**config.mk**
```make
export PLATFORM = sky130hd
export DESIGN_NAME = pmc_top
export DESIGN_NICKNAME = d
export VERILOG_FILES = /design/src/pmc_pkg.sv /design/src/pmc_top.sv
export SDC_FILE = /design/constraint.sdc
export NUM_CORES = 1
export LEC_CHECK = 0
export BUFFER_PORTS_ARGS = -buffer_cell sky130_fd_sc_hd__buf_2
export CORE_MARGIN = 8
export CORE_UTILIZATION = 45
export DETAILED_ROUTE_END_ITERATION = 6
export GPL_TIMING_DRIVEN = 0
export PLACE_DENSITY = 0.68
export SYNTH_ARGS = -nofsm -noshare
export SYNTH_HDL_FRONTEND = slang
export SYNTH_SLANG_ARGS = --single-unit
```
**constraint.sdc**
```tcl
create_clock -name i_clk -period 3.75 [get_ports i_clk]
set_input_delay 0.1875 -clock i_clk [delete_from_list [all_inputs] [get_ports i_clk]]
set_output_delay 0.1875 -clock i_clk [all_outputs]
set_load 0.01 [all_outputs]
```
**src/pmc_pkg.sv**
```systemverilog
// package for the misc pin and clock control register slice
package pmc_pkg;
	// ------------------------------------------------------------
	// register offsets and reset values
	// ------------------------------------------------------------
	localparam logic [7:0] ADDR_DRIVE_CTRL = 8'h80;
	localparam logic [7:0] ADDR_MISC_CTRL  = 8'h81;
	localparam logic [7:0] ADDR_DRIVE_STAT = 8'h82;
	localparam logic [7:0] RST_DRIVE_CTRL  = 8'h00;
	localparam logic [7:0] RST_MISC_CTRL   = 8'h00;
	localparam logic [7:0] RST_DRIVE_STAT  = 8'h08;

	// ------------------------------------------------------------
	// field positions
	// ------------------------------------------------------------
	localparam int BIT_DRV_CTRL   = 0;
	localparam int BIT_MAIN_RST   = 0;
	localparam int BIT_SOC_RST    = 1;
	localparam int BIT_LPM        = 2;
	localparam int BIT_CLKMON     = 3;
	localparam int BIT_REF_OUTPUT_PIN     = 4;
	localparam int BIT_EXT_SEL    = 5;
	localparam int BIT_SYNC_LO    = 6;
	localparam int BIT_FORCE_LOW  = 3;
	localparam int BIT_SPMI_LPM   = 4;

	// ------------------------------------------------------------
	// sync clock output timing, half periods in 100 MHz cycles
	// ------------------------------------------------------------
	localparam int CLK_MHZ        = 100;
	localparam int HALF_1P1       = CLK_MHZ * 10 / 22;
	localparam int HALF_2P2       = CLK_MHZ * 10 / 44;
	localparam int HALF_4P4       = CLK_MHZ * 10 / 88;
	// external clock is declared missing after this many cycles without an edge
	localparam int EXT_TIMEOUT    = 200;

	typedef enum logic [1:0] {
		SYNC_OFF,
		SYNC_1P1,
		SYNC_2P2,
		SYNC_4P4
	} pmc_sync_e;

	// register access request from host or sequencer
	typedef struct packed {
		logic       wr;
		logic [7:0] addr;
		logic [7:0] data;
	} pmc_req_s;
endpackage

```
**src/pmc_top.sv**
```systemverilog
// misc pin and clock control registers with pin drive and clock selection
`timescale 1ns/1ps
// Function
// - drive out pin follows the control bit unless force low is set, then it stays low.
// - sync clock select 00 off, 01 1.1 MHz, 10 2.2 MHz, 11 4.4 MHz.
// - with external select 0 the internal oscillator is always used.
// - with external select 1 a present external clock is used, else an interrupt is raised.
// - reference output enable routes the bandgap to the reference pin.
// - clock monitor enable switches clock monitoring on and off.
// - low power mode stops thermal cycling, crc checking, watchdog polling and monitoring.
// - the power sequencer is expected to set low power mode entering deep sleep.
// - soc reset control bit sets the soc reset output level.
// - main reset control bit sets the main reset output level.
// - force low is writable only by the sequencer and blocks host setting the drive bit.
// - the status register reports the live levels of the three pins.
module pmc_top
(
	input  wire logic            i_clk,
	input  wire logic            i_reset,
	input  wire pmc_pkg::pmc_req_s i_host_req,
	input  wire logic            i_host_valid,
	input  wire pmc_pkg::pmc_req_s i_seq_req,
	input  wire logic            i_seq_valid,
	input  wire logic            i_drive_out_level,
	input  wire logic            i_main_reset_level,
	input  wire logic            i_soc_reset_level,
	input  wire logic            i_ext_clk,
	output logic [7:0]           o_rdata,
	output logic                 o_rvalid,
	output logic                 o_drive_out_pin,
	output logic                 o_main_reset_out,
	output logic                 o_soc_reset_out,
	output logic                 o_ref_output_pin,
	output logic                 o_sync_clk_out_pin,
	output logic                 o_use_ext_clk,
	output logic                 o_ext_clk_irq,
	output logic                 o_clock_monitor_on,
	output logic                 o_thermal_cycling_on,
	output logic                 o_crc_check_on,
	output logic                 o_wd_poll_on
);
	// ------------------------------------------------------------
	// register storage
	// ------------------------------------------------------------
	logic [7:0] drv_ctrl_q;
	logic [7:0] misc_q;
	logic [7:0] stat_q;
	logic [7:0] live_q;
	logic       host_wr;
	logic       seq_wr;

	assign host_wr = i_host_valid && i_host_req.wr;
	assign seq_wr  = i_seq_valid && i_seq_req.wr;

	// sequencer wins when both write the same register in one cycle
	always_ff @(posedge i_clk)
	begin
		if (i_reset)
			drv_ctrl_q <= pmc_pkg::RST_DRIVE_CTRL;
		else if (seq_wr && i_seq_req.addr == pmc_pkg::ADDR_DRIVE_CTRL)
			drv_ctrl_q <= i_seq_req.data;
		else if (host_wr && i_host_req.addr == pmc_pkg::ADDR_DRIVE_CTRL)
		begin
			drv_ctrl_q[7:1] <= i_host_req.data[7:1];
			// host cannot raise the bit while force low holds, so it stays cleared
			drv_ctrl_q[0] <= i_host_req.data[pmc_pkg::BIT_DRV_CTRL]
				&& !stat_q[pmc_pkg::BIT_FORCE_LOW];
		end
		else if (stat_q[pmc_pkg::BIT_FORCE_LOW])
			drv_ctrl_q[0] <= 1'b0; // forced low clears the control bit
	end

	always_ff @(posedge i_clk)
	begin
		if (i_reset)
			misc_q <= pmc_pkg::RST_MISC_CTRL;
		else if (seq_wr && i_seq_req.addr == pmc_pkg::ADDR_MISC_CTRL)
			misc_q <= i_seq_req.data; // sequencer may set low power mode
		else if (host_wr && i_host_req.addr == pmc_pkg::ADDR_MISC_CTRL)
			misc_q <= i_host_req.data;
	end

	// status writable bits belong to the sequencer only
	always_ff @(posedge i_clk)
	begin
		if (i_reset)
			stat_q <= pmc_pkg::RST_DRIVE_STAT;
		else if (seq_wr && i_seq_req.addr == pmc_pkg::ADDR_DRIVE_STAT)
			stat_q <= {i_seq_req.data[7:3], 3'b000};
	end

	// live pin levels, sampled once to keep reads clean
	always_ff @(posedge i_clk)
	begin
		if (i_reset)
			live_q <= 8'h00;
		else
			live_q <= {5'b0_0000, i_soc_reset_level, i_main_reset_level, i_drive_out_level};
	end

	// ------------------------------------------------------------
	// read port, host reads take priority of the single data output
	// ------------------------------------------------------------
	function automatic logic [7:0] read_reg(input logic [7:0] addr);
		case (addr)
			pmc_pkg::ADDR_DRIVE_CTRL: read_reg = drv_ctrl_q;
			pmc_pkg::ADDR_MISC_CTRL:  read_reg = misc_q;
			pmc_pkg::ADDR_DRIVE_STAT: read_reg = {stat_q[7:3], live_q[2:0]};
			default:                  read_reg = 8'h00;
		endcase
	endfunction

	always_ff @(posedge i_clk)
	begin
		if (i_reset)
		begin
			o_rdata  <= 8'h00;
			o_rvalid <= 1'b0;
		end
		else if (i_host_valid && !i_host_req.wr)
		begin
			o_rdata  <= read_reg(i_host_req.addr);
			o_rvalid <= 1'b1;
		end
		else if (i_seq_valid && !i_seq_req.wr)
		begin
			o_rdata  <= read_reg(i_seq_req.addr);
			o_rvalid <= 1'b1;
		end
		else
			o_rvalid <= 1'b0;
	end

	// ------------------------------------------------------------
	// pin drive
	// ------------------------------------------------------------
	always_ff @(posedge i_clk)
	begin
		if (i_reset)
		begin
			o_drive_out_pin  <= 1'b0;
			o_main_reset_out <= 1'b0;
			o_soc_reset_out  <= 1'b0;
			o_ref_output_pin <= 1'b0;
		end
		else
		begin
			o_drive_out_pin  <= drv_ctrl_q[0] && !stat_q[pmc_pkg::BIT_FORCE_LOW];
			o_main_reset_out <= misc_q[pmc_pkg::BIT_MAIN_RST];
			o_soc_reset_out  <= misc_q[pmc_pkg::BIT_SOC_RST];
			o_ref_output_pin <= misc_q[pmc_pkg::BIT_REF_OUTPUT_PIN];
		end
	end

	// low power mode gates background activities
	always_ff @(posedge i_clk)
	begin
		if (i_reset)
		begin
			o_clock_monitor_on   <= 1'b0;
			o_thermal_cycling_on <= 1'b0;
			o_crc_check_on       <= 1'b0;
			o_wd_poll_on         <= 1'b0;
		end
		else
		begin
			o_clock_monitor_on   <= misc_q[pmc_pkg::BIT_CLKMON] && !misc_q[pmc_pkg::BIT_LPM];
			o_thermal_cycling_on <= !misc_q[pmc_pkg::BIT_LPM];
			o_crc_check_on       <= !misc_q[pmc_pkg::BIT_LPM];
			o_wd_poll_on         <= !misc_q[pmc_pkg::BIT_LPM] && !stat_q[pmc_pkg::BIT_SPMI_LPM];
		end
	end

	// ------------------------------------------------------------
	// sync clock output divider
	// ------------------------------------------------------------
	logic [5:0] sync_cnt_q;
	logic [5:0] sync_half;
	pmc_pkg::pmc_sync_e sync_sel;

	assign sync_sel = pmc_pkg::pmc_sync_e'(misc_q[pmc_pkg::BIT_SYNC_LO +: 2]);

	// integer halves give approximate rates; 100 MHz does not divide evenly
	always_comb
	begin
		case (sync_sel)
			pmc_pkg::SYNC_1P1: sync_half = 6'(pmc_pkg::HALF_1P1);
			pmc_pkg::SYNC_2P2: sync_half = 6'(pmc_pkg::HALF_2P2);
			pmc_pkg::SYNC_4P4: sync_half = 6'(pmc_pkg::HALF_4P4);
			default:           sync_half = 6'h00;
		endcase
	end

	always_ff @(posedge i_clk)
	begin
		if (i_reset || sync_sel == pmc_pkg::SYNC_OFF)
		begin
			sync_cnt_q         <= 6'h00;
			o_sync_clk_out_pin <= 1'b0;
		end
		else if (sync_cnt_q >= sync_half - 6'h01)
		begin
			sync_cnt_q         <= 6'h00;
			o_sync_clk_out_pin <= !o_sync_clk_out_pin;
		end
		else
			sync_cnt_q <= sync_cnt_q + 6'h01;
	end

	// ------------------------------------------------------------
	// external clock detect and selection
	// ------------------------------------------------------------
	logic [7:0] ext_idle_q;
	logic       ext_prev_q;
	logic       ext_ok;

	assign ext_ok = ext_idle_q < 8'(pmc_pkg::EXT_TIMEOUT);

	always_ff @(posedge i_clk)
	begin
		if (i_reset)
		begin
			ext_prev_q <= 1'b0;
			ext_idle_q <= 8'(pmc_pkg::EXT_TIMEOUT);
		end
		else
		begin
			ext_prev_q <= i_ext_clk;
			if (i_ext_clk != ext_prev_q)
				ext_idle_q <= 8'h00;
			else if (ext_ok)
				ext_idle_q <= ext_idle_q + 8'h01;
		end
	end

	always_ff @(posedge i_clk)
	begin
		if (i_reset)
		begin
			o_use_ext_clk <= 1'b0;
			o_ext_clk_irq <= 1'b0;
		end
		else
		begin
			o_use_ext_clk <= misc_q[pmc_pkg::BIT_EXT_SEL] && ext_ok;
			o_ext_clk_irq <= misc_q[pmc_pkg::BIT_EXT_SEL] && !ext_ok;
		end
	end

	// ------------------------------------------------------------
	// checks
	// ------------------------------------------------------------
	force_low_pin_a: assert property (@(posedge i_clk) disable iff (i_reset)
		$past(stat_q[pmc_pkg::BIT_FORCE_LOW]) |-> !o_drive_out_pin)
		else $error("drive pin high under force low");
	drive_follow_a: assert property (@(posedge i_clk) disable iff (i_reset)
		!$past(stat_q[pmc_pkg::BIT_FORCE_LOW]) |-> o_drive_out_pin == $past(drv_ctrl_q[0]))
		else $error("drive pin not following control");
	host_blocked_a: assert property (@(posedge i_clk) disable iff (i_reset)
		stat_q[pmc_pkg::BIT_FORCE_LOW] && !seq_wr |=> !drv_ctrl_q[0])
		else $error("host raised drive bit under force low");
	int_clock_a: assert property (@(posedge i_clk) disable iff (i_reset)
		!misc_q[pmc_pkg::BIT_EXT_SEL] |=> !o_use_ext_clk && !o_ext_clk_irq)
		else $error("external clock used while internal forced");
	lpm_monitor_a: assert property (@(posedge i_clk) disable iff (i_reset)
		misc_q[pmc_pkg::BIT_LPM] |=> !o_clock_monitor_on && !o_crc_check_on)
		else $error("monitoring active in low power mode");
	reset_pins_a: assert property (@(posedge i_clk) disable iff (i_reset)
		##1 o_soc_reset_out == $past(misc_q[1]) && o_main_reset_out == $past(misc_q[0]))
		else $error("reset outputs do not follow control");
	sync_off_a: assert property (@(posedge i_clk) disable iff (i_reset)
		sync_sel == pmc_pkg::SYNC_OFF |=> !o_sync_clk_out_pin)
		else $error("sync clock runs while off");
	// eleven edges at 4.4 MHz hold exactly one toggle, the half period being eleven cycles
	sync_toggle_a: assert property (@(posedge i_clk) disable iff (i_reset)
		(sync_sel == pmc_pkg::SYNC_4P4) [*8] ##1 (sync_sel == pmc_pkg::SYNC_4P4) [*3]
		|=> o_sync_clk_out_pin != $past(o_sync_clk_out_pin, 11))
		else $error("sync clock stalls");
	ext_irq_a: assert property (@(posedge i_clk) disable iff (i_reset)
		misc_q[pmc_pkg::BIT_EXT_SEL] && !ext_ok |=> o_ext_clk_irq)
		else $error("missing external clock not flagged");
	ref_out_a: assert property (@(posedge i_clk) disable iff (i_reset)
		##1 o_ref_output_pin == $past(misc_q[pmc_pkg::BIT_REF_OUTPUT_PIN]))
		else $error("reference output wrong");
endmodule

```
; ---- Yosys cells after proc, flatten, opt, wreduce, memory -nomap -nowiden
; Cells that the tools add are included.
[classes]
muxes = 15
eq_ne = 10
order_cmp = 2
n_reduce_logical = 31
add_sub_neg = 3
[op_table]
columns = cell, n
row1 = $mux W8, 7
row2 = $eq A8 B8 Y1 const B, 6
row3 = $pmux W8 S3, 2
row4 = $pmux W6 S3, 1
row5 = $logic_and A1 B1 Y1, 15
row6 = $add A8 B1 Y8 const B, 1
row7 = $lt A8 B8 Y1 const B, 1
row8 = $reduce_bool A2 Y1, 4
row9 = $logic_not A1 Y1, 7
row10 = $mux W7, 1
row11 = $add A6 B1 Y6 const B, 1
row12 = $ge A6 B6 Y1, 1
row13 = $sub A6 B1 Y6 const B, 1
row14 = $eq A2 B2 Y1 const B, 2
row15 = $mux W1, 4
row16 = $reduce_or A2 Y1, 2
row17 = $reduce_bool A3 Y1, 1
row18 = $eq A2 B1 Y1 const B, 1
row19 = $logic_not A2 Y1, 1
row20 = $logic_or A1 B1 Y1, 1
row21 = $ne A1 B1 Y1, 1
[word_totals]
input_bits = 42
output_inout_bits = 20
reg_bits = 58

; ---- Depth between registers and ports, before layout
; Gate-level depths: netlist (run 1).
[depth]
word_depth = 5
mapped_depth = 8
depth_no_buf = 8

; ---- Worst setup path after synthesis (run 1)
; OpenSTA, ideal clock, no wires.
[synth_path]
path_type = flip-flop to flip-flop
startpoint = reg misc_q[6]
endpoint = reg o_sync_clk_out_pin
arrival_ns = 1.857
path_stages_with_launch = 8
synth_period_minus_slack_ns = 1.981
setup_time_ns = 0.123
slack_ns = 1.769
path_cell_list = dfxtp_1 inv_1 ha_1 ha_1 a21o_1 a21oi_1 o221ai_1 mux2_1
[synth_via]
elab_chain_cells = 4
elab_cells_between_ends = 8
classes_between = add/sub (1) / order compare (1) / eq/ne (3) / mux (1) / reduce/logical (2)
[synth_rtl]
columns = item, line
row1 = "start, declared", pmc_top.sv:46  ; logic [7:0] misc_q;
row2 = "start signal, assigned", pmc_top.sv:76  ; misc_q <= pmc_pkg::RST_MISC_CTRL;
row3 = "start signal, assigned", pmc_top.sv:78  ; misc_q <= i_seq_req.data;
row4 = "start signal, assigned", pmc_top.sv:80  ; misc_q <= i_host_req.data;
row5 = $eq A2 B2 Y1 / $eq A2 B1 Y1 (equally long branches), pmc_top.sv:186  ; case (sync_sel)
row6 = $pmux W6 S3, pmc_top.sv:186
row7 = $sub A6 B1 Y6, pmc_top.sv:201  ; else if (sync_cnt_q >= sync_half - 6'h01)
row8 = $ge A6 B6 Y1, pmc_top.sv:201
row9 = "end signal, assigned", pmc_top.sv:204  ; o_sync_clk_out_pin <= !o_sync_clk_out_pin;
row10 = "end, declared", pmc_top.sv:34  ; output logic o_sync_clk_out_pin,
; Several ways; a longest one is shown, not always the timed one.
; A chain may end at the register's enable or synchronous reset.

; ---- Worst setup path after layout (run 1)
; Ends and elaborated chain as after synthesis.

==> results of run 1 <==
==> worst max-delay path by stage <==
stage	from	to	slack [ns]	cells past startpoint
2_1_floorplan	misc_q[6]$_SDFFE_PP0P_	o_sync_clk_out_pin$_SDFFE_PP0P_	1.77	7
4_1_cts	misc_q[6]$_SDFFE_PP0P_	o_sync_clk_out_pin$_SDFFE_PP0P_	1.50	7
5_1_grt	misc_q[6]$_SDFFE_PP0P_	o_sync_clk_out_pin$_SDFFE_PP0P_	1.36	7
3_3_place_gp	misc_q[6]$_SDFFE_PP0P_	o_sync_clk_out_pin$_SDFFE_PP0P_	1.55	7
3_5_place_dp	misc_q[6]$_SDFFE_PP0P_	o_sync_clk_out_pin$_SDFFE_PP0P_	1.51	7
6_report	misc_q[6]$_SDFFE_PP0P_	o_sync_clk_out_pin$_SDFFE_PP0P_	1.51	7
==> report_power, final <==
part | switching (mW) | total (mW) | internal (mW)
Clock | 0.231 | 0.537 | 0.306
Combinational | 0.0641 | 0.113 | 0.0485
Sequential | 0.00899 | 0.640 | 0.631
==> synthesized netlist by cell type (all sizes together), types with 7 or more instances <==
library cell,n
a21oi,19
and2,9
clkbuf,15
dfxtp,58
ha,13
inv,10
mux2i,38
nor2,31
nor2b,11
nor3,7
o21ai,26
o2bb2ai,10
==> per-stage QoR <==
step / worst slack (ns) / instance area (um^2) / hold slack, ns
2_1_floorplan: 1.77 / 2900 / 0.316
3_3_place_gp: 1.55 / 3300 / 0.398
3_5_place_dp: 1.51 / 3300 / 0.399
4_1_cts: 1.50 / 3480 / 0.0487
5_1_grt: 1.36 / 3480 / 0.0689
6_report: 1.51 / 3480 / 0.0620
==> layer usage <==
metal,wire length [um],track usage [%],share of wire (%)
met1,3340,21.2,46
met2,3370,26.6,46
met3,464,4.37,6.4
met4,102,7.68,1.4
met5,0,0,0
==> final cells by class <==
class	instances	area, um^2	area share [%]
plain buffers	19	77.6	2.23
multi-input cells	226	1620	46.6
inverters	10	37.5	1.08
well taps	77	96.3	2.76
repair buffers	60	300	8.62
flip-flops and latches	58	1160	33.3
clock inverters	2	10.0	0.287
clock buffers	13	179	5.13
==> critical path, cell delays in order (launching register included) <==
cell      delay [ns]
dfxtp_1         0.46
inv_1           0.10
ha_1            0.23
ha_1            0.30
a21o_1          0.11
a21oi_1         0.06
o221ai_1        0.50
mux2_1          0.37
==> flip-flops by register name, indices dropped and copies added, names as in the netlist, 3 cells and up <==
signal      flops
sync_cnt_q      6
ext_idle_q      8
misc_q          8
live_q          3
o_rdata         8
drv_ctrl_q      8
stat_q          5
==> cells by family after synthesis <==
| group | after synthesis | synth area share, % |
|---|---|---|
| mux | 39 | 13.5 |
| buf+inv | 29 | 3.97 |
| xor+xnor | 10 | 3.02 |
| compound gates | 73 | 16.6 |
| fa+ha+maj | 13 | 5.61 |
| simple gates | 91 | 17.3 |
| flops | 58 | 40.1 |
==> summary.md, run 1 <==
| Metric | Value |
|---|---|
| Static leakage | `1.47 nW` |
| Row count | `29` |
| Placed cell count | `450` |
| Starting Density | `46.2%` |
| Initial antenna violation count | `0` |
| Avg Vias per Cell | `~5.4` |
| Fin. max-slew vios | `0` |
| Largest net degree at the start of global routing | `11` |
| # IOs | `62` |
| CTS-repair resized insts | `0` |
| Core Util, Final | `a little under three fifths` |
| Hold Path Class | `primary input to register` |
| Seq/Total Area, Yosys | `40.1%` |
| WL per Instance | `15.7 um` |
| DRT Wirelength | `7280 um` |
| Post-synth ARST share | `0%` |
| # DRC | `0` |
| Status | `completed` |
| Fin Clk Skew | `0.00834 ns` |
| TritonCTS clock tree | `done` |
| Total global-route track usage | `between 15 and 20%` |
| Die area | `0.00927 mm^2` |
| Root Driver | `clkbuf_8` |
| Clock network latency to the later pin of the worst-skew pair | `0.33 ns` |
| Clock sink count | `58` |
| Reg2reg path depth | `7` |
| Register-to-Register Setup Slack | `between 1.5 and 2 ns` |
| CP Max Fanout | `7` |
| Worst r2r src | `misc_q[6]$_SDFFE_PP0P_` |
| Critical path arrival | `2.46 ns` |
| Synth cell types | `42` |
| Sum Neg Setup Slack | `0 ns` |
| Pwr dens | `around 370 mW/mm^2` |
| Final setup violation count | `0` |
| WP data required | `3.97 ns` |
| Die Y | `96.3 um` |
| Grt ovf | `0` |
| # fillers | `593` |
| Fin cells | `~470` |
| H-Tree Depth | `3` |
| Hold_buf cts | `0` |
| Vias in the first global route | `2,558` |
| Fin nets | `~440` |
| Clk buf depth | `2` |
| R2R Path End | `o_sync_clk_out_pin$_SDFFE_PP0P_` |
| Crit path capture type | `register` |
| #FFs+latches synth | `58` |
| Core area | `around 0.0063 mm^2` |
| Layout cells sized above 1 | `about 22%` |
| Post-DRT Antenna Nets | `0` |
| Synthesis warning total | `0` |
| Maximum vdd drop | `0.263 mV` |
| Worst-path clk slew | `0.06 ns` |
| Unrepaired setup endpoints after global routing | `false` |
| Area fraction of the dominant cell type after synthesis | `between 40% and 50%` |
| Worst slew pin tran | `0.883 ns` |
| Hold Path End | `live_q[1]$_SDFF_PP0_` |
| MaxCap Viol Count | `0` |
| Hold depth | `2` |
| Cell Area, Synth | `between 0.002 and 0.003 mm^2` |
| Dominant cells by area after synthesis | `dfxtp_1 (40%), mux2i_1 (13%), ha_1 (5.6%), nor2_1 (4.0%), a21oi_1 (3.3%)` |
| IO Port Bufs | `60` |
| Post-route minimum period | `about 2.2 ns` |
| Critical path startpoint category | `register` |
| Most frequent cells in the layout | `buf_2 (62), dfxtp_1 (58), mux2i_1 (38)` |
| Worst slew margin | `40.7%` |
| Avg Cell Area, Syn | `roughly 9.3 um^2` |
| Number of synthesized flops with an enable pin | `0` |
| Hold Crit Start | `i_main_reset_level` |
| Final period util | `59.8%` |
| Commonest non-fill, non-tap cell in the layout | `buf_2` |
| Synth Instances | `313` |
| Total iterations of the first detailed-routing run | `4` |
| Total power | `1.29 mW` |
| Fmax | `roughly 450 MHz` |
| Fin. Hold Viols | `0` |
| Primary FF master, synth | `dfxtp_1` |
| Crit Path Class | `register to register` |
| Drt initial violations | `151` |
| Setup bufs post-CTS | `0` |
| Antenna diode count | `0` |
| CTS buffer count | `9` |
| Hpwl dp | `around 5400 um` |
| Chip Width | `about 96 um` |
| First-pass GRT wire length | `roughly 12,000 um` |
| Layout area overhead | `20.2%` |
| DR vias | `2,491` |
| RePlAce Congestion | `approximately 0.81` |
| Synth Net Count | `about 370` |
| Yosys top cell by area | `dfxtp_1` |
Note: power is estimated with default switching activity, not from simulation.
==> run 2: changes to the inputs <==
==> constraint.sdc (replaced) <==
create_clock -name i_clk -period 2.15 [get_ports i_clk]
set_input_delay 0.1075 -clock i_clk [delete_from_list [all_inputs] [get_ports i_clk]]
set_output_delay 0.1075 -clock i_clk [all_outputs]
set_load 0.01 [all_outputs]
==> summary.md, run 2 (synthesized netlist as in run 1, its figures left out) <==
| Metric | Value |
|---|---|
| WP data required | `2.37 ns` |
| TritonCTS clock tree | `done` |
| Hpwl dp | `between 5000 and 6000 um` |
| Final setup violation count | `0` |
| Fin cells | `about 470` |
| RePlAce Congestion | `0.811` |
| Initial antenna violation count | `0` |
| Total power | `~2.3 mW` |
| IO Port Bufs | `60` |
| # fillers | `just under 600` |
| Total global-route track usage | `around 17%` |
| M3 GR Usage | `4.29%` |
| CP peak stage delay | `0.39 ns` |
| Multi-input logic area | `~0.0016 mm^2` |
| H-Tree Depth | `3` |
| Root Driver | `clkbuf_8` |
| Core area | `0.00628 mm^2` |
| Psw | `0.536 mW` |
| Sum Neg Setup Slack | `0 ns` |
| Final period util | `approximately 93%` |
| Clk network pwr share | `41.7%` |
| Post-route minimum period | `2.01 ns` |
| CP delay by family, top | `compound AO/OA/AOI/OAI gates` |
| WL per Instance | `15.7 um` |
| Vias in the first global route | `2,586` |
| Clk buf depth | `2` |
| Worst slew pin tran | `0.878 ns` |
| Critical path cell sequence | `inv_1 > ha_1 > ha_1 > a21o_1 > a21oi_1 > o221ai_2 > mux2_1` |
| Starting Density | `46.2%` |
| Worst-path clk slew | `0.06 ns` |
| Drt initial violations | `between 150 and 200` |
| Antenna diode count | `0` |
| Met1 Track Usage GR | `21.3%` |
| Placed cell count | `between 400 and 500` |
| Worst path bufs/invs | `1` |
| First-pass GRT wire length | `12,200 um` |
| Routing usage on met2 | `26.9%` |
| Int Power | `1.72 mW` |
| Fmax | `499 MHz` |
| # DRC | `0` |
| Chip Width | `96.3 um` |
| Crit path capture type | `register` |
| Pwr dens | `641 mW/mm^2` |
| Post-DRT Antenna Nets | `0` |
| Sequential share of power | `49.4%` |
| Worst path most repeated cell | `ha_1` |
| Gate power share | `8.9%` |
| Status | `completed` |
| Avg Vias per Cell | `5.35` |
| # IOs | `62` |
| Die Y | `96.3 um` |
| Commonest non-fill, non-tap cell in the layout | `buf_2` |
| Static leakage | `about 1.5 nW` |
| Total iterations of the first detailed-routing run | `4` |
| Layout area overhead | `21.5%` |
| Clock network latency to the later pin of the worst-skew pair | `0.33 ns` |
| Switch share | `23.7%` |
| Layout cells sized above 1 | `22.8%` |
| Largest net degree at the start of global routing | `11` |
| DRT Wirelength | `7340 um` |
| Fin. max-slew vios | `0` |
| Fin Clk Skew | `0.0100 ns` |
| Maximum vdd drop | `around 0.47 mV` |
| Crit-path slowest cell | `dfxtp_2` |
| CP Max Fanout | `7` |
| Fin. Hold Viols | `0` |
| Unrepaired setup endpoints after global routing | `false` |
| Register-to-Register Setup Slack | `0.14 ns` |
| Die area | `0.00927 mm^2` |
| Setup bufs post-CTS | `0` |
| Hold Path Class | `primary input to register` |
| Row count | `29` |
| Worst slew margin | `41.0%` |
| DR vias | `2,505` |
| Top Usage Layer GRT | `met2` |
| CTS buffer count | `9` |
| Crit Path Class | `register to register` |
| Clock sink count | `58` |
| MaxCap Viol Count | `0` |
| Critical path arrival | `2.23 ns` |
| FF/Latch Area | `between 0.001 and 0.0015 mm^2` |
| Critical path startpoint category | `register` |
| Fin nets | `roughly 440` |
| Most frequent cells in the layout | `buf_2 (62), dfxtp_1 (56), mux2i_1 (38)` |
| Grt ovf | `0` |
[run 2: cell types whose count changed in the layout (fill, tap and decap cells not counted)]
cell	previous run	this run
o221ai_1	1	0
o221ai_2	0	1
dfxtp_2	0	2
dlygate4sd3_1	0	3
dfxtp_1	58	56
[run 2: layout make-up]
class                   instances  share of cell area [%]
multi-input cells             226                    46.2
flip-flops and latches         58                    33.0
repair buffers                 63                    9.38
clock buffers                  13                    5.08
well taps                      77                    2.73
plain buffers                  19                    2.20
inverters                      10                    1.07
clock inverters                 2                   0.284
[run 2: power groups by stage]
stage          Combinational (mW)  Sequential, mW  Clock [mW]
6_report                    0.201            1.12       0.941
5_1_grt                     0.227            1.12        1.01
4_1_cts                     0.203            1.12       0.958
3_5_place_dp                0.198            1.14           0
3_3_place_gp                0.195            1.14           0
2_1_floorplan               0.104            1.14           0
[run 2: path summary, 6_finish.rpt]
check | from | end | depth (start not counted)
max | misc_q[6]$_SDFFE_PP0P_ | o_sync_clk_out_pin$_SDFFE_PP0P_ | 7
min | i_ext_clk | ext_prev_q$_SDFF_PP0_ | 2
max reg2reg | misc_q[6]$_SDFFE_PP0P_ | o_sync_clk_out_pin$_SDFFE_PP0P_ | 7
min reg2reg | sync_cnt_q[0]$_SDFF_PP0_ | sync_cnt_q[0]$_SDFF_PP0_ | 1
[run 2: through the flow]
step	hold WS (ns)	util [%]	worst slack [ns]	instance area [um^2]
after floorplan	0.236	-	0.169	2900
after global placement	0.318	52.5	-0.0487	3300
after detailed placement	0.319	52.5	-0.0925	3300
after CTS	0.00629	56.1	0.0598	3520
after global routing	0.0295	56.1	0.0332	3520
final	0.0171	56.1	0.144	3520
[run 2: routing by layer]
layer | up-vias | wire length, um
met5 | - | 0
met4 | 0 | 102
met3 | 7 | 499
met2 | 63 | 3410
met1 | 1165 | 3330
li1 | 1270 | -
[run 2: timing repair]
item	in CTS	in global routing
resized for setup	1	2
endpoints found under the hold margin	3	0
hold buffers	3	0
endpoints found under the setup margin	1	1
==> run 3: changes to the inputs <==
==> constraint.sdc (replaced) <==
create_clock -name i_clk -period 2.15 [get_ports i_clk]
set_input_delay 0.3225 -clock i_clk [delete_from_list [all_inputs] [get_ports i_clk]]
set_output_delay 0.3225 -clock i_clk [all_outputs]
set_load 0.01 [all_outputs]
==> summary.md, run 3 (synthesized netlist as in run 1, its figures left out) <==
| Metric | Value |
|---|---|
| Final setup violation count | `0` |
| Antenna diode count | `0` |
| First-pass GRT wire length | `around 12,000 um` |
| Layout cells sized above 1 | `between 20 and 25%` |
| Hold Crit Start | `i_main_reset_level` |
| Starting Density | `46.2%` |
| Chip Width | `96.3 um` |
| Critical path arrival | `2.23 ns` |
| Post-route minimum period | `2.01 ns` |
| Drt initial violations | `160` |
| Avg Vias per Cell | `5.36` |
| Crit-path slowest cell | `dfxtp_2` |
| Pwr dens | `644 mW/mm^2` |
| Reg2reg path depth | `7` |
| Placed cell count | `450` |
| Critical path cell sequence | `inv_1 > ha_1 > ha_1 > a21o_1 > a21oi_1 > o221ai_2 > mux2_1` |
| Crit Path Class | `register to register` |
| Fin. Hold Viols | `0` |
| Hold_ws | `0.197 ns` |
| # DRC | `0` |
| MaxCap Viol Count | `0` |
| Clock network latency to the later pin of the worst-skew pair | `around 0.33 ns` |
| Worst slew margin | `39.1%` |
| Status | `completed` |
| Layout area overhead | `20.7%` |
| Worst-path clk slew | `0.06 ns` |
| Largest net degree at the start of global routing | `11` |
| IO Port Bufs | `60` |
| R2R Path End | `o_sync_clk_out_pin$_SDFFE_PP0P_` |
| Commonest non-fill, non-tap cell in the layout | `buf_2` |
| RePlAce Congestion | `0.811` |
| Worst r2r src | `misc_q[6]$_SDFFE_PP0P_` |
| Hold Path End | `live_q[1]$_SDFF_PP0_` |
| Hold Path Class | `primary input to register` |
| DRT Wirelength | `7330 um` |
| CP Max Fanout | `7` |
| Root Driver | `clkbuf_8` |
| Hold_buf cts | `0` |
| # fillers | `592` |
| Grt ovf | `0` |
| Initial antenna violation count | `0` |
| Static leakage | `1.48 nW` |
| Clock sink count | `58` |
| CTS buffer count | `9` |
| Fin Clk Skew | `about 0.0080 ns` |
| Die area | `~0.009 mm^2` |
| CP peak stage delay | `0.39 ns` |
| # IOs | `62` |
| WL per Instance | `15.8 um` |
| Fin. max-slew vios | `0` |
| Worst slew pin tran | `between 0.9 and 1 ns` |
| DR vias | `between 2,000 and 2,500` |
| Crit path capture type | `register` |
| Fin cells | `465` |
| Core Util, Final | `a little under three fifths` |
| Fmax | `between 400 and 500 MHz` |
| Core area | `0.00628 mm^2` |
| Critical path startpoint category | `register` |
| TritonCTS clock tree | `done` |
| H-Tree Depth | `3` |
| Vias in the first global route | `2,569` |
| Hold depth | `2` |
| Fin nets | `439` |
| Row count | `29` |
| Most frequent cells in the layout | `buf_2 (62), dfxtp_1 (56), mux2i_1 (38)` |
| Worst path bufs/invs | `1` |
| Worst path most repeated cell | `ha_1` |
| Final period util | `93.4%` |
| Post-DRT Antenna Nets | `0` |
| Total global-route track usage | `17.0%` |
| Hpwl dp | `5420 um` |
| CP delay by family, top | `compound AO/OA/AOI/OAI gates` |
| Die Y | `96.3 um` |
| Register-to-Register Setup Slack | `0.14 ns` |
| Total iterations of the first detailed-routing run | `5` |
| Setup bufs post-CTS | `0` |
| Maximum vdd drop | `0.459 mV` |
| WP data required | `2.37 ns` |
| Unrepaired setup endpoints after global routing | `false` |
| Clk buf depth | `2` |
## run 3: changes by cell type in the layout (fill, tap and decap cells not counted), sizes merged
cell,previous run,this run
dlygate4sd3,3,0
## run 3: repair_timing
action / 4_1_cts / 5_1_grt
pin swaps: 0 / 0
gates cloned: 0 / 0
resized for setup: 1 / 3
endpoints found under the hold margin: 0 / 0
endpoints found under the setup margin: 1 / 2
## run 3: cell type report
type	count	area (um^2)	share of cell area [%]
Multi-Input combinational cell	226	1640	46.7
Sequential cell	58	1160	33.2
Timing Repair Buffer	60	300	8.58
Clock buffer	13	179	5.11
Tap cell	77	96.3	2.75
Buffer	19	77.6	2.22
Inverter	10	37.5	1.07
Clock inverter	2	10.0	0.286
## run 3: report_power, final
| group | internal (mW) | switching, mW | total, mW |
|---|---|---|---|
| Sequential | 1.10 | 0.0157 | 1.12 |
| Clock | 0.534 | 0.405 | 0.939 |
| Combinational | 0.0849 | 0.113 | 0.197 |
| Total | 1.72 | 0.534 | 2.25 |
## run 3: worst reg2reg max path: stages (launching register included)
cell      delay (ns)
dfxtp_2         0.39
inv_1           0.08
ha_1            0.22
ha_1            0.30
a21o_1          0.18
a21oi_1         0.18
o221ai_2        0.20
mux2_1          0.35
## run 3: how the worst max path moves through the flow
stage / from / to / cells past startpoint / slack (ns)
floorplan: misc_q[6]$_SDFFE_PP0P_ / o_sync_clk_out_pin$_SDFFE_PP0P_ / 7 / 0.17
global placement: i_seq_req[8] / misc_q[7]$_SDFFE_PP0P_ / 7 / -0.07
detailed placement: i_seq_req[8] / misc_q[7]$_SDFFE_PP0P_ / 7 / -0.1
CTS: misc_q[6]$_SDFFE_PP0P_ / o_sync_clk_out_pin$_SDFFE_PP0P_ / 7 / 0.06
global route: misc_q[6]$_SDFFE_PP0P_ / o_sync_clk_out_pin$_SDFFE_PP0P_ / 7 / 0.03
finish: misc_q[6]$_SDFFE_PP0P_ / o_sync_clk_out_pin$_SDFFE_PP0P_ / 7 / 0.14
## run 3: routing by layer
metal / wire (um) / global-route usage (%)
met1: 3340 / 21.2
met2: 3390 / 26.7
met3: 501 / 4.37
met4: 102 / 7.68
met5: 0 / 0
## run 3: through the flow
| step | instance area [um^2] | TNS [ns] | setup slack (ns) | power, mW |
|---|---|---|---|---|
| after floorplan | 2900 | 0 | 0.169 | 1.25 |
| after global placement | 3300 | -0.373 | -0.0723 | 1.33 |
| after detailed placement | 3300 | -0.842 | -0.0975 | 1.34 |
| after CTS | 3490 | 0 | 0.0598 | 2.27 |
| after global routing | 3500 | 0 | 0.0332 | 2.35 |
| final | 3500 | 0 | 0.143 | 2.25 |
